File: src/inc/gate_current_pkg.sv
// constants for the gate-driver current configuration register bank
// -----------------------------------------------------------------------------
// Overview of operation
// - select bit zero applies static set one
// - select bit one applies static set two
// - set two code bits 7:4, reset 0100
// - set one code bits 3:0, reset 0100
// - static select register only on page zero
// - precharge register only on page one
// - three 5-bit precharge codes, reset 00110
// - bit 15 reserved, always reads zero
// - active charge register, offset 0b, page zero
// - three 5-bit active charge codes, reset 00110
// - freewheel register, offset 0b, page one
// - one freewheel code charges and discharges
// - freewheel code used at switch-on and off
// -----------------------------------------------------------------------------
package gate_current_pkg;
   // ---------------------------------------------------------------------------
   // register map
   // ---------------------------------------------------------------------------
   localparam logic [4:0]  OFS_STATIC_OR_PRECHARGE = 5'h0a; // page 0 / page 1
   localparam logic [4:0]  OFS_ACTIVE_OR_FREEWHEEL = 5'h0b; // page 0 / page 1
   localparam int          ADDR_W                  = 5;
   localparam int          DATA_W                  = 16;
   // ---------------------------------------------------------------------------
   // reset values and writable bits
   // ---------------------------------------------------------------------------
   localparam logic [15:0] RST_STATIC_SELECT       = 16'h0044;
   localparam logic [15:0] RST_PWM_CODES           = 16'h18c6;
   localparam logic [15:0] MASK_ALL                = 16'hffff;
   localparam logic [15:0] MASK_NO_RESERVED        = 16'h7fff; // bit 15 reserved
   // ---------------------------------------------------------------------------
   // field layout
   // ---------------------------------------------------------------------------
   localparam int          NUM_BRIDGES             = 8;
   localparam int          BRIDGE_SEL_LSB          = 8;  // bridge 1 at bit 8
   localparam int          STATIC_CODE_W           = 4;
   localparam int          STATIC_CODE_B_LSB       = 4;  // bits 7:4
   localparam int          STATIC_CODE_A_LSB       = 0;  // bits 3:0
   localparam int          NUM_PWM_CH              = 3;
   localparam int          PWM_CODE_W              = 5;  // ch1 4:0, ch2 9:5, ch3 14:10
   localparam int          PWM_FIELDS_W            = NUM_PWM_CH * PWM_CODE_W;
   localparam int          BRIDGE_CODES_W          = NUM_BRIDGES * STATIC_CODE_W;
endpackage : gate_current_pkg

File: src/hw/cfg_word_reg.sv
// one masked configuration word with synchronous reset
`timescale 1ns/100ps
`default_nettype none
module cfg_word_reg #(
   parameter logic [15:0] RESET_VALUE = 16'h0000,
   parameter logic [15:0] WRITE_MASK  = 16'hffff
) (
   input  wire logic        i_clk,
   input  wire logic        i_reset_n,
   input  wire logic        i_write,
   input  wire logic [15:0] i_wdata,
   output var  logic [15:0] o_value
);
   logic [15:0] next_value; // value for the next edge

   // ---------------------------------------------------------------------------
   // next value: masked bits never take a one, so reserved bits stay zero
   // ---------------------------------------------------------------------------
   always_comb begin
      next_value = o_value;
      if (i_write) begin
         next_value = i_wdata & WRITE_MASK;
      end
   end

   // store the word
   always_ff @(posedge i_clk) begin
      if (!i_reset_n) begin
         o_value <= RESET_VALUE;
      end else begin
         o_value <= next_value;
      end
   end
endmodule : cfg_word_reg
`default_nettype wire

File: src/hw/gate_drive_current_regs.sv
// gate-driver current configuration register bank with page select
`timescale 1ns/100ps
`default_nettype none
module gate_drive_current_regs (
   input  wire logic                                   i_clk,
   input  wire logic                                   i_reset_n,
   input  wire logic                                   i_page,
   input  wire logic                                   i_wr_en,
   input  wire logic                                   i_rd_en,
   input  wire logic [gate_current_pkg::ADDR_W-1:0]    i_addr,
   input  wire logic [gate_current_pkg::DATA_W-1:0]    i_wdata,
   output var  logic [gate_current_pkg::DATA_W-1:0]    o_rdata,
   output var  logic                                   o_rd_valid,
   output var  logic [gate_current_pkg::BRIDGE_CODES_W-1:0] o_bridge_current,
   output var  logic [gate_current_pkg::PWM_FIELDS_W-1:0]   o_precharge_start,
   output var  logic [gate_current_pkg::PWM_FIELDS_W-1:0]   o_active_charge,
   output var  logic [gate_current_pkg::PWM_FIELDS_W-1:0]   o_freewheel_on,
   output var  logic [gate_current_pkg::PWM_FIELDS_W-1:0]   o_freewheel_off
);
   import gate_current_pkg::*;

   // ---------------------------------------------------------------------------
   // address decode
   // ---------------------------------------------------------------------------
   logic        hit_a;              // shared offset 0a
   logic        hit_b;              // shared offset 0b
   logic        wr_static;          // write static select word
   logic        wr_precharge;       // write precharge start word
   logic        wr_active;          // write active charge word
   logic        wr_freewheel;       // write freewheel word
   logic [15:0] static_select;      // static select word
   logic [15:0] precharge_start;    // precharge start word
   logic [15:0] active_charge;      // active charge word
   logic [15:0] freewheel;          // freewheel word

   // page bit picks one of the two words that share each offset
   always_comb begin
      hit_a        = (i_addr == OFS_STATIC_OR_PRECHARGE);
      hit_b        = (i_addr == OFS_ACTIVE_OR_FREEWHEEL);
      wr_static    = i_wr_en && hit_a && !i_page;
      wr_precharge = i_wr_en && hit_a &&  i_page;
      wr_active    = i_wr_en && hit_b && !i_page;
      wr_freewheel = i_wr_en && hit_b &&  i_page;
   end

   // ---------------------------------------------------------------------------
   // storage
   // ---------------------------------------------------------------------------
   // static word: every bit writable, codes reset to 0100 each
   cfg_word_reg #(.RESET_VALUE(RST_STATIC_SELECT), .WRITE_MASK(MASK_ALL)) u_static (
      .i_clk     (i_clk),
      .i_reset_n (i_reset_n),
      .i_write   (wr_static),
      .i_wdata   (i_wdata),
      .o_value   (static_select)
   );
   // pwm words: reserved top bit masked off so it always reads zero
   cfg_word_reg #(.RESET_VALUE(RST_PWM_CODES), .WRITE_MASK(MASK_NO_RESERVED)) u_precharge (
      .i_clk     (i_clk),
      .i_reset_n (i_reset_n),
      .i_write   (wr_precharge),
      .i_wdata   (i_wdata),
      .o_value   (precharge_start)
   );
   cfg_word_reg #(.RESET_VALUE(RST_PWM_CODES), .WRITE_MASK(MASK_NO_RESERVED)) u_active (
      .i_clk     (i_clk),
      .i_reset_n (i_reset_n),
      .i_write   (wr_active),
      .i_wdata   (i_wdata),
      .o_value   (active_charge)
   );
   cfg_word_reg #(.RESET_VALUE(RST_PWM_CODES), .WRITE_MASK(MASK_NO_RESERVED)) u_freewheel (
      .i_clk     (i_clk),
      .i_reset_n (i_reset_n),
      .i_write   (wr_freewheel),
      .i_wdata   (i_wdata),
      .o_value   (freewheel)
   );

   // ---------------------------------------------------------------------------
   // read path
   // ---------------------------------------------------------------------------
   logic [15:0] next_rdata;    // data for the next read answer
   logic        next_rd_valid; // read answer strobe

   // a read shows the word held before any write in the same cycle
   always_comb begin
      next_rdata    = '0;
      next_rd_valid = i_rd_en;
      if (i_rd_en) begin
         if (hit_a) begin
            next_rdata = i_page ? precharge_start : static_select;
         end else if (hit_b) begin
            next_rdata = i_page ? freewheel : active_charge;
         end else begin
            next_rdata = '0; // other offsets belong to other blocks
         end
      end
   end

   always_ff @(posedge i_clk) begin
      if (!i_reset_n) begin
         o_rdata    <= '0;
         o_rd_valid <= 1'b0;
      end else begin
         o_rdata    <= next_rdata;
         o_rd_valid <= next_rd_valid;
      end
   end

   // ---------------------------------------------------------------------------
   // current codes to the analog drivers
   // ---------------------------------------------------------------------------
   logic [BRIDGE_CODES_W-1:0] next_bridge_current; // per-bridge static code
   logic [STATIC_CODE_W-1:0]  code_a;              // static set one
   logic [STATIC_CODE_W-1:0]  code_b;              // static set two
   logic [PWM_FIELDS_W-1:0]   next_precharge;      // precharge codes, reserved bit dropped
   logic [PWM_FIELDS_W-1:0]   next_active;         // active charge codes
   logic [PWM_FIELDS_W-1:0]   next_freewheel;      // freewheel codes, both transitions

   // each bridge takes set one or set two from its own select bit
   always_comb begin
      code_a = static_select[STATIC_CODE_A_LSB +: STATIC_CODE_W];
      code_b = static_select[STATIC_CODE_B_LSB +: STATIC_CODE_W];
      next_bridge_current = '0;
      for (int i = 0; i < NUM_BRIDGES; i++) begin
         if (static_select[BRIDGE_SEL_LSB + i]) begin
            next_bridge_current[i*STATIC_CODE_W +: STATIC_CODE_W] = code_b;
         end else begin
            next_bridge_current[i*STATIC_CODE_W +: STATIC_CODE_W] = code_a;
         end
      end
      // the pwm codes pass through unchanged; only the reserved bit is cut
      next_precharge = precharge_start[PWM_FIELDS_W-1:0];
      next_active    = active_charge[PWM_FIELDS_W-1:0];
      next_freewheel = freewheel[PWM_FIELDS_W-1:0];
   end

   // outputs are registered copies so the analog side sees clean levels;
   // the cost is one cycle of lag after a write
   always_ff @(posedge i_clk) begin
      if (!i_reset_n) begin
         o_bridge_current  <= '0;
         o_precharge_start <= '0;
         o_active_charge   <= '0;
         o_freewheel_on    <= '0;
         o_freewheel_off   <= '0;
      end else begin
         o_bridge_current  <= next_bridge_current;
         o_precharge_start <= next_precharge;
         o_active_charge   <= next_active;
         o_freewheel_on    <= next_freewheel;
         o_freewheel_off   <= next_freewheel;
      end
   end

   // ---------------------------------------------------------------------------
   // checks
   // ---------------------------------------------------------------------------
   a_bridge_set_one: assert property (
      @(posedge i_clk) disable iff (!i_reset_n)
      !static_select[BRIDGE_SEL_LSB] |=> o_bridge_current[3:0] == $past(static_select[3:0]))
      else $error("bridge 1 not on set one");

   a_bridge_set_two: assert property (
      @(posedge i_clk) disable iff (!i_reset_n)
      static_select[BRIDGE_SEL_LSB+7] |=> o_bridge_current[31:28] == $past(static_select[7:4]))
      else $error("bridge 8 not on set two");

   a_static_reset_codes: assert property (
      @(posedge i_clk) $rose(i_reset_n) |-> static_select == 16'h0044)
      else $error("static word wrong after reset");

   a_static_page_only: assert property (
      @(posedge i_clk) disable iff (!i_reset_n)
      (i_wr_en && hit_a && !i_page) |=> static_select == $past(i_wdata) && $stable(precharge_start))
      else $error("page zero write missed static word");

   a_precharge_page_only: assert property (
      @(posedge i_clk) disable iff (!i_reset_n)
      (i_wr_en && hit_a && i_page) |=> precharge_start == ($past(i_wdata) & 16'h7fff)
         && $stable(static_select))
      else $error("page one write missed precharge word");

   a_reserved_reads_zero: assert property (
      @(posedge i_clk) disable iff (!i_reset_n)
      (i_rd_en && (hit_b || (hit_a && i_page))) |=> o_rd_valid && !o_rdata[15])
      else $error("reserved bit read as one");

   a_freewheel_shared: assert property (
      @(posedge i_clk) disable iff (!i_reset_n)
      (i_wr_en && hit_b && i_page) |=> $stable(active_charge) ##1
         o_freewheel_on == $past(i_wdata[14:0], 2))
      else $error("freewheel write leaked or lost");

   a_active_read_back: assert property (
      @(posedge i_clk) disable iff (!i_reset_n)
      (i_wr_en && hit_b && !i_page) ##1 (i_rd_en && hit_b && !i_page && !i_wr_en)
         |=> o_rdata == ($past(i_wdata, 2) & 16'h7fff))
      else $error("active word read back wrong");

   a_freewheel_both_edges: assert property (
      @(posedge i_clk) disable iff (!i_reset_n)
      $past(i_reset_n) |-> o_freewheel_off == $past(freewheel[14:0])
         && o_freewheel_on == o_freewheel_off)
      else $error("freewheel on and off codes differ");

   a_page_isolation: assert property (
      @(posedge i_clk) disable iff (!i_reset_n)
      (i_wr_en && hit_b && !i_page) |=> $stable(freewheel))
      else $error("page zero write changed page one word");

   a_reserved_never_set: assert property (
      @(posedge i_clk) disable iff (!i_reset_n)
      !precharge_start[15] && !active_charge[15] && !freewheel[15])
      else $error("reserved bit of a pwm word holds one");

   a_precharge_follows: assert property (
      @(posedge i_clk) disable iff (!i_reset_n)
      $past(i_reset_n) |-> o_precharge_start == $past(precharge_start[14:0]))
      else $error("precharge codes not on outputs");

   a_active_follows: assert property (
      @(posedge i_clk) disable iff (!i_reset_n)
      $past(i_reset_n) |-> o_active_charge == $past(active_charge[14:0]))
      else $error("active charge codes not on outputs");

   a_other_offset_keep: assert property (
      @(posedge i_clk) disable iff (!i_reset_n)
      (i_wr_en && hit_a) |=> $stable(active_charge) && $stable(freewheel))
      else $error("offset 0a write changed an offset 0b word");
endmodule : gate_drive_current_regs
`default_nettype wire

File: config.mk
export PLATFORM = sky130hd
export DESIGN_NAME = gate_drive_current_regs
export DESIGN_NICKNAME = d
export VERILOG_FILES = /design/src/inc/gate_current_pkg.sv /design/src/hw/cfg_word_reg.sv /design/src/hw/gate_drive_current_regs.sv
export SDC_FILE = /design/constraint.sdc
export NUM_CORES = 1
export LEC_CHECK = 0
export BUFFER_PORTS_ARGS = -buffer_cell sky130_fd_sc_hd__buf_2
export CAP_MARGIN = 0
export CORE_AREA = 2 2 133 103
export DETAILED_ROUTE_END_ITERATION = 6
export DIE_AREA = 0 0 135 105
export GPL_TIMING_DRIVEN = 0
export MAX_ROUTING_LAYER = met4
export PLACE_DENSITY_LB_ADDON = 0.1
export SYNTH_ARGS = -nofsm -noshare
export SYNTH_HDL_FRONTEND = slang
export SYNTH_SLANG_ARGS = --single-unit
File: constraint.sdc
create_clock -name i_clk -period 2.6 [get_ports i_clk]
set_clock_uncertainty 0.2 [all_clocks]
set_input_delay 0.26 -clock i_clk [delete_from_list [all_inputs] [get_ports i_clk]]
set_output_delay 0.26 -clock i_clk [all_outputs]
set_load 0.01 [all_outputs]
==> impl_metrics.csv <==
group,metric,value,unit
status,status,"completed",
grt,antenna_found_initial,0,
placement,dpl.hpwl,9.80,mm
synthesis,synth_warnings,0,
die,fp-row-count,36,
sta,slew_viol_final,0,
grt,grt_pass1_wl,22.3,mm
clocking,cts_buffer_depth,2,
critical_path,worstRegToRegCells,3,
synthesis,synth_nets,531,
critical_path,cp.arrival,1.75,ns
power_and_ir_drop,power,0.00509,W
critical_path,crit_path_max_fanout,10,
clocking,post_cts_buffers,0,
die,die_x,135,um
placement,port_buffers,132,
worst_hold_path,hold_path.class,"in2reg",
die,fp.dieArea,0.0142,sq mm
sta,max_slew_margin,0.544,
critical_path,crit_required,2.70,ns
placement,post-place-ws,0.677,ns
critical_path,start_kind,"flip-flop",
critical_path,worstSetupPathType,"reg2reg",
die,initial_utilization,0.444,
detailed_routing,drt_iter0_markers,216,
detailed_routing,dr.pass1.iters,4,
critical_path,cpLargestDelayFamily,"multiplexers",
power_and_ir_drop,vdd_drop_max,470,uV
synthesis,synth_area,0.00568,sq mm
layout,fin_area,0.00728,sq mm
detailed_routing,postRouteAntennaNets,0,
clocking,cts_tree,"done",
synthesis,yosys-top-cells-area,"dfxtp_1 55%, mux2i_1 16%, nor2b_1 6.5%",
synthesis,netlist_instances,505,
sta,period_share,0.632,
sta,hold_violations,0,
layout,syn_to_final_growth,28.2,%
worst_hold_path,min_path_cells,3,
clocking,cts_resized,0,
critical_path,crit_chain,"buf_1 -> mux4_2 -> and3_1",
sta,rsz0062_at_grt,"false",
synthesis,ys_seq_area_frac,0.547,
synthesis,netlist.area_leader.share,0.547,
layout,fillCellCount,1160,
synthesis,synth.avg_cell_area,11.2,sq um
grt,grt_usage,0.217,
critical_path,path_buf_inv,1,
clocking,htreeDepth,4,
detailed_routing,num_vias,3970,
placement,dpl.cell_count,808,
detailed_routing,drc,0,
die,io_pins,135,
critical_path,crit_slowest_cell,"mux4_2",
placement,dpl-instance-area,0.00655,sq mm
detailed_routing,vias_per_cell,4.66,
placement,gp_congestion,0.836,
critical_path,cpPeakStageDelay,0.54,ns
grt,grt_overflow,0,
sta,fmax,0.609,GHz
clocking,cts_buffers,17,
layout,antennaDiodeCount,0,
critical_path,crit_cells,3,
die,core,0.0128,sq mm
critical_path,r2r_start,"u_static.o_value[1]$_SDFFE_PN0P_",
detailed_routing,routed_wl,14.0,mm
grt,grt_max_degree,17,
synthesis,yosys.area.top_type,"dfxtp_1",
clocking,path_clk_slew,0.06,ns
detailed_routing,avgRoutedWirePerCell,16.4,um
job,cap_violations,0,
power_and_ir_drop,p_leak,3.62,nW
synthesis,synth.distinct_cells,21,
sta,worst_slack,0.957,ns
clocking,clock_latency,0.42,ns
sta,tightestPinTransition,0.684,ns
clocking,cts-root-buf,"clkbuf_16",
power_and_ir_drop,power_density,699,mW/mm^2
clocking,cts.sinks,155,
sta,setup_viol_count_final,0,
grt,grt_pass1_vias,4072,
synthesis,synth-seq-cells,155,
sta,finalCriticalPeriod,1.64,ns
critical_path,startpoint,"u_static.o_value[1]$_SDFFE_PN0P_",
worst_hold_path,min-delay-start,"i_wdata[5]",
die,die_h,105,um
layout,fin_nets,697,
layout,final_cells,852,
sta,finalSetupTns,0,ns
layout,layout-drive-gt1-share,0.302,
critical_path,end_kind,"flip-flop",
-- cells by family after synthesis --
group / Yosys count / share of synthesized area
buffers and inverters: 85 / 0.0745
flip-flops: 155 / 0.547
AND/OR/NAND/NOR: 157 / 0.155
multiplexers: 108 / 0.224
-- power by group --
group	switching, W	internal (W)
Clock	0.000900	0.00153
Sequential	0.00000843	0.00241
Combinational	0.000132	0.000110
Total	0.00104	0.00404
-- metal layers --
metal,vias up,GRT usage,wire (um)
met2,111,0.332,6370
met1,1882,0.284,6690
met5,-,-,0
met4,0,0.0744,198
li1,1958,-,-
met3,19,0.0480,741
-- cells in the final DEF (no fill, tap or decap), types with 2 or more instances in the layout --
cell type | Yosys | final
clkbuf_8 | 0 | 2
bufinv_16 | 0 | 3
and3_1 | 17 | 17
buf_2 | 4 | 136
buf_6 | 4 | 4
dfxtp_1 | 155 | 155
clkbuf_16 | 0 | 17
clkinv_2 | 0 | 7
nand3_1 | 2 | 2
inv_1 | 27 | 27
buf_4 | 18 | 18
dlygate4sd3_1 | 0 | 15
and2_1 | 18 | 18
mux4_2 | 15 | 15
nand2_1 | 55 | 55
buf_1 | 15 | 15
clkbuf_1 | 16 | 16
nor2b_1 | 59 | 59
mux2i_1 | 93 | 93
-- worst min-delay path, cell delays in order --
cell and delay [ns]:
buf_2 0.10, nand2_1 0.14, mux2i_1 0.09
-- state kept, by name, indices dropped and copies added, names as in the netlist --
name and count:
u_active.o_value 15, u_freewheel.o_value 15, u_static.o_value 16, o_active_charge 15
o_rdata 16, o_precharge_start 15, u_precharge.o_value 15, o_bridge_current 32
o_freewheel_off 15, o_rd_valid 1
-- layout make-up --
type | count | area, sq um | share of cell area
clock inverters | 10 | 125 | 0.0172
multi-input cells | 265 | 2150 | 0.295
well taps | 171 | 214 | 0.0294
flip-flops and latches | 155 | 3100 | 0.426
clock buffers | 19 | 453 | 0.0622
plain buffers | 58 | 322 | 0.0442
inverters | 27 | 101 | 0.0139
repair buffers | 147 | 811 | 0.111
-- final timing paths --
kind / slack (ns) / endpoint
setup / recovery: 0.96 / o_rdata[1]$_SDFF_PN0_
hold reg to reg: 0.26 / o_precharge_start[9]$_SDFF_PN0_
setup reg to reg: 0.96 / o_rdata[1]$_SDFF_PN0_
hold / removal: 0.03 / u_freewheel.o_value[5]$_SDFFE_PN0P_
-- what timing repair did --
item / in CTS / in global routing
hold endpoints to repair: 52 / 0
hold buffers: 15 / 0
endpoints found under the setup margin: 0 / 0
-- stage by stage --
stage                      util  hold WS (ns)
after global placement    0.512         0.245
after floorplan               -         0.202
final                     0.569        0.0264
after CTS                 0.569       0.00448
after global routing      0.569        0.0467
after detailed placement  0.512         0.252
-- cells in the mapped netlist --
library cell	number
buf_6	4
nand4_4	1
inv_1	27
and3_1	17
nand2_1	55
clkbuf_2	1
mux2i_1	93
mux4_2	15
clkbuf_1	16
dfxtp_1	155
nor2b_1	59
buf_1	15
nand4b_4	1
nor2_1	1
and4_1	1
and2_0	1
and2_1	18
buf_2	4
nand3_1	2
buf_4	18
and4bb_2	1
(Power assumes the default switching activity.)
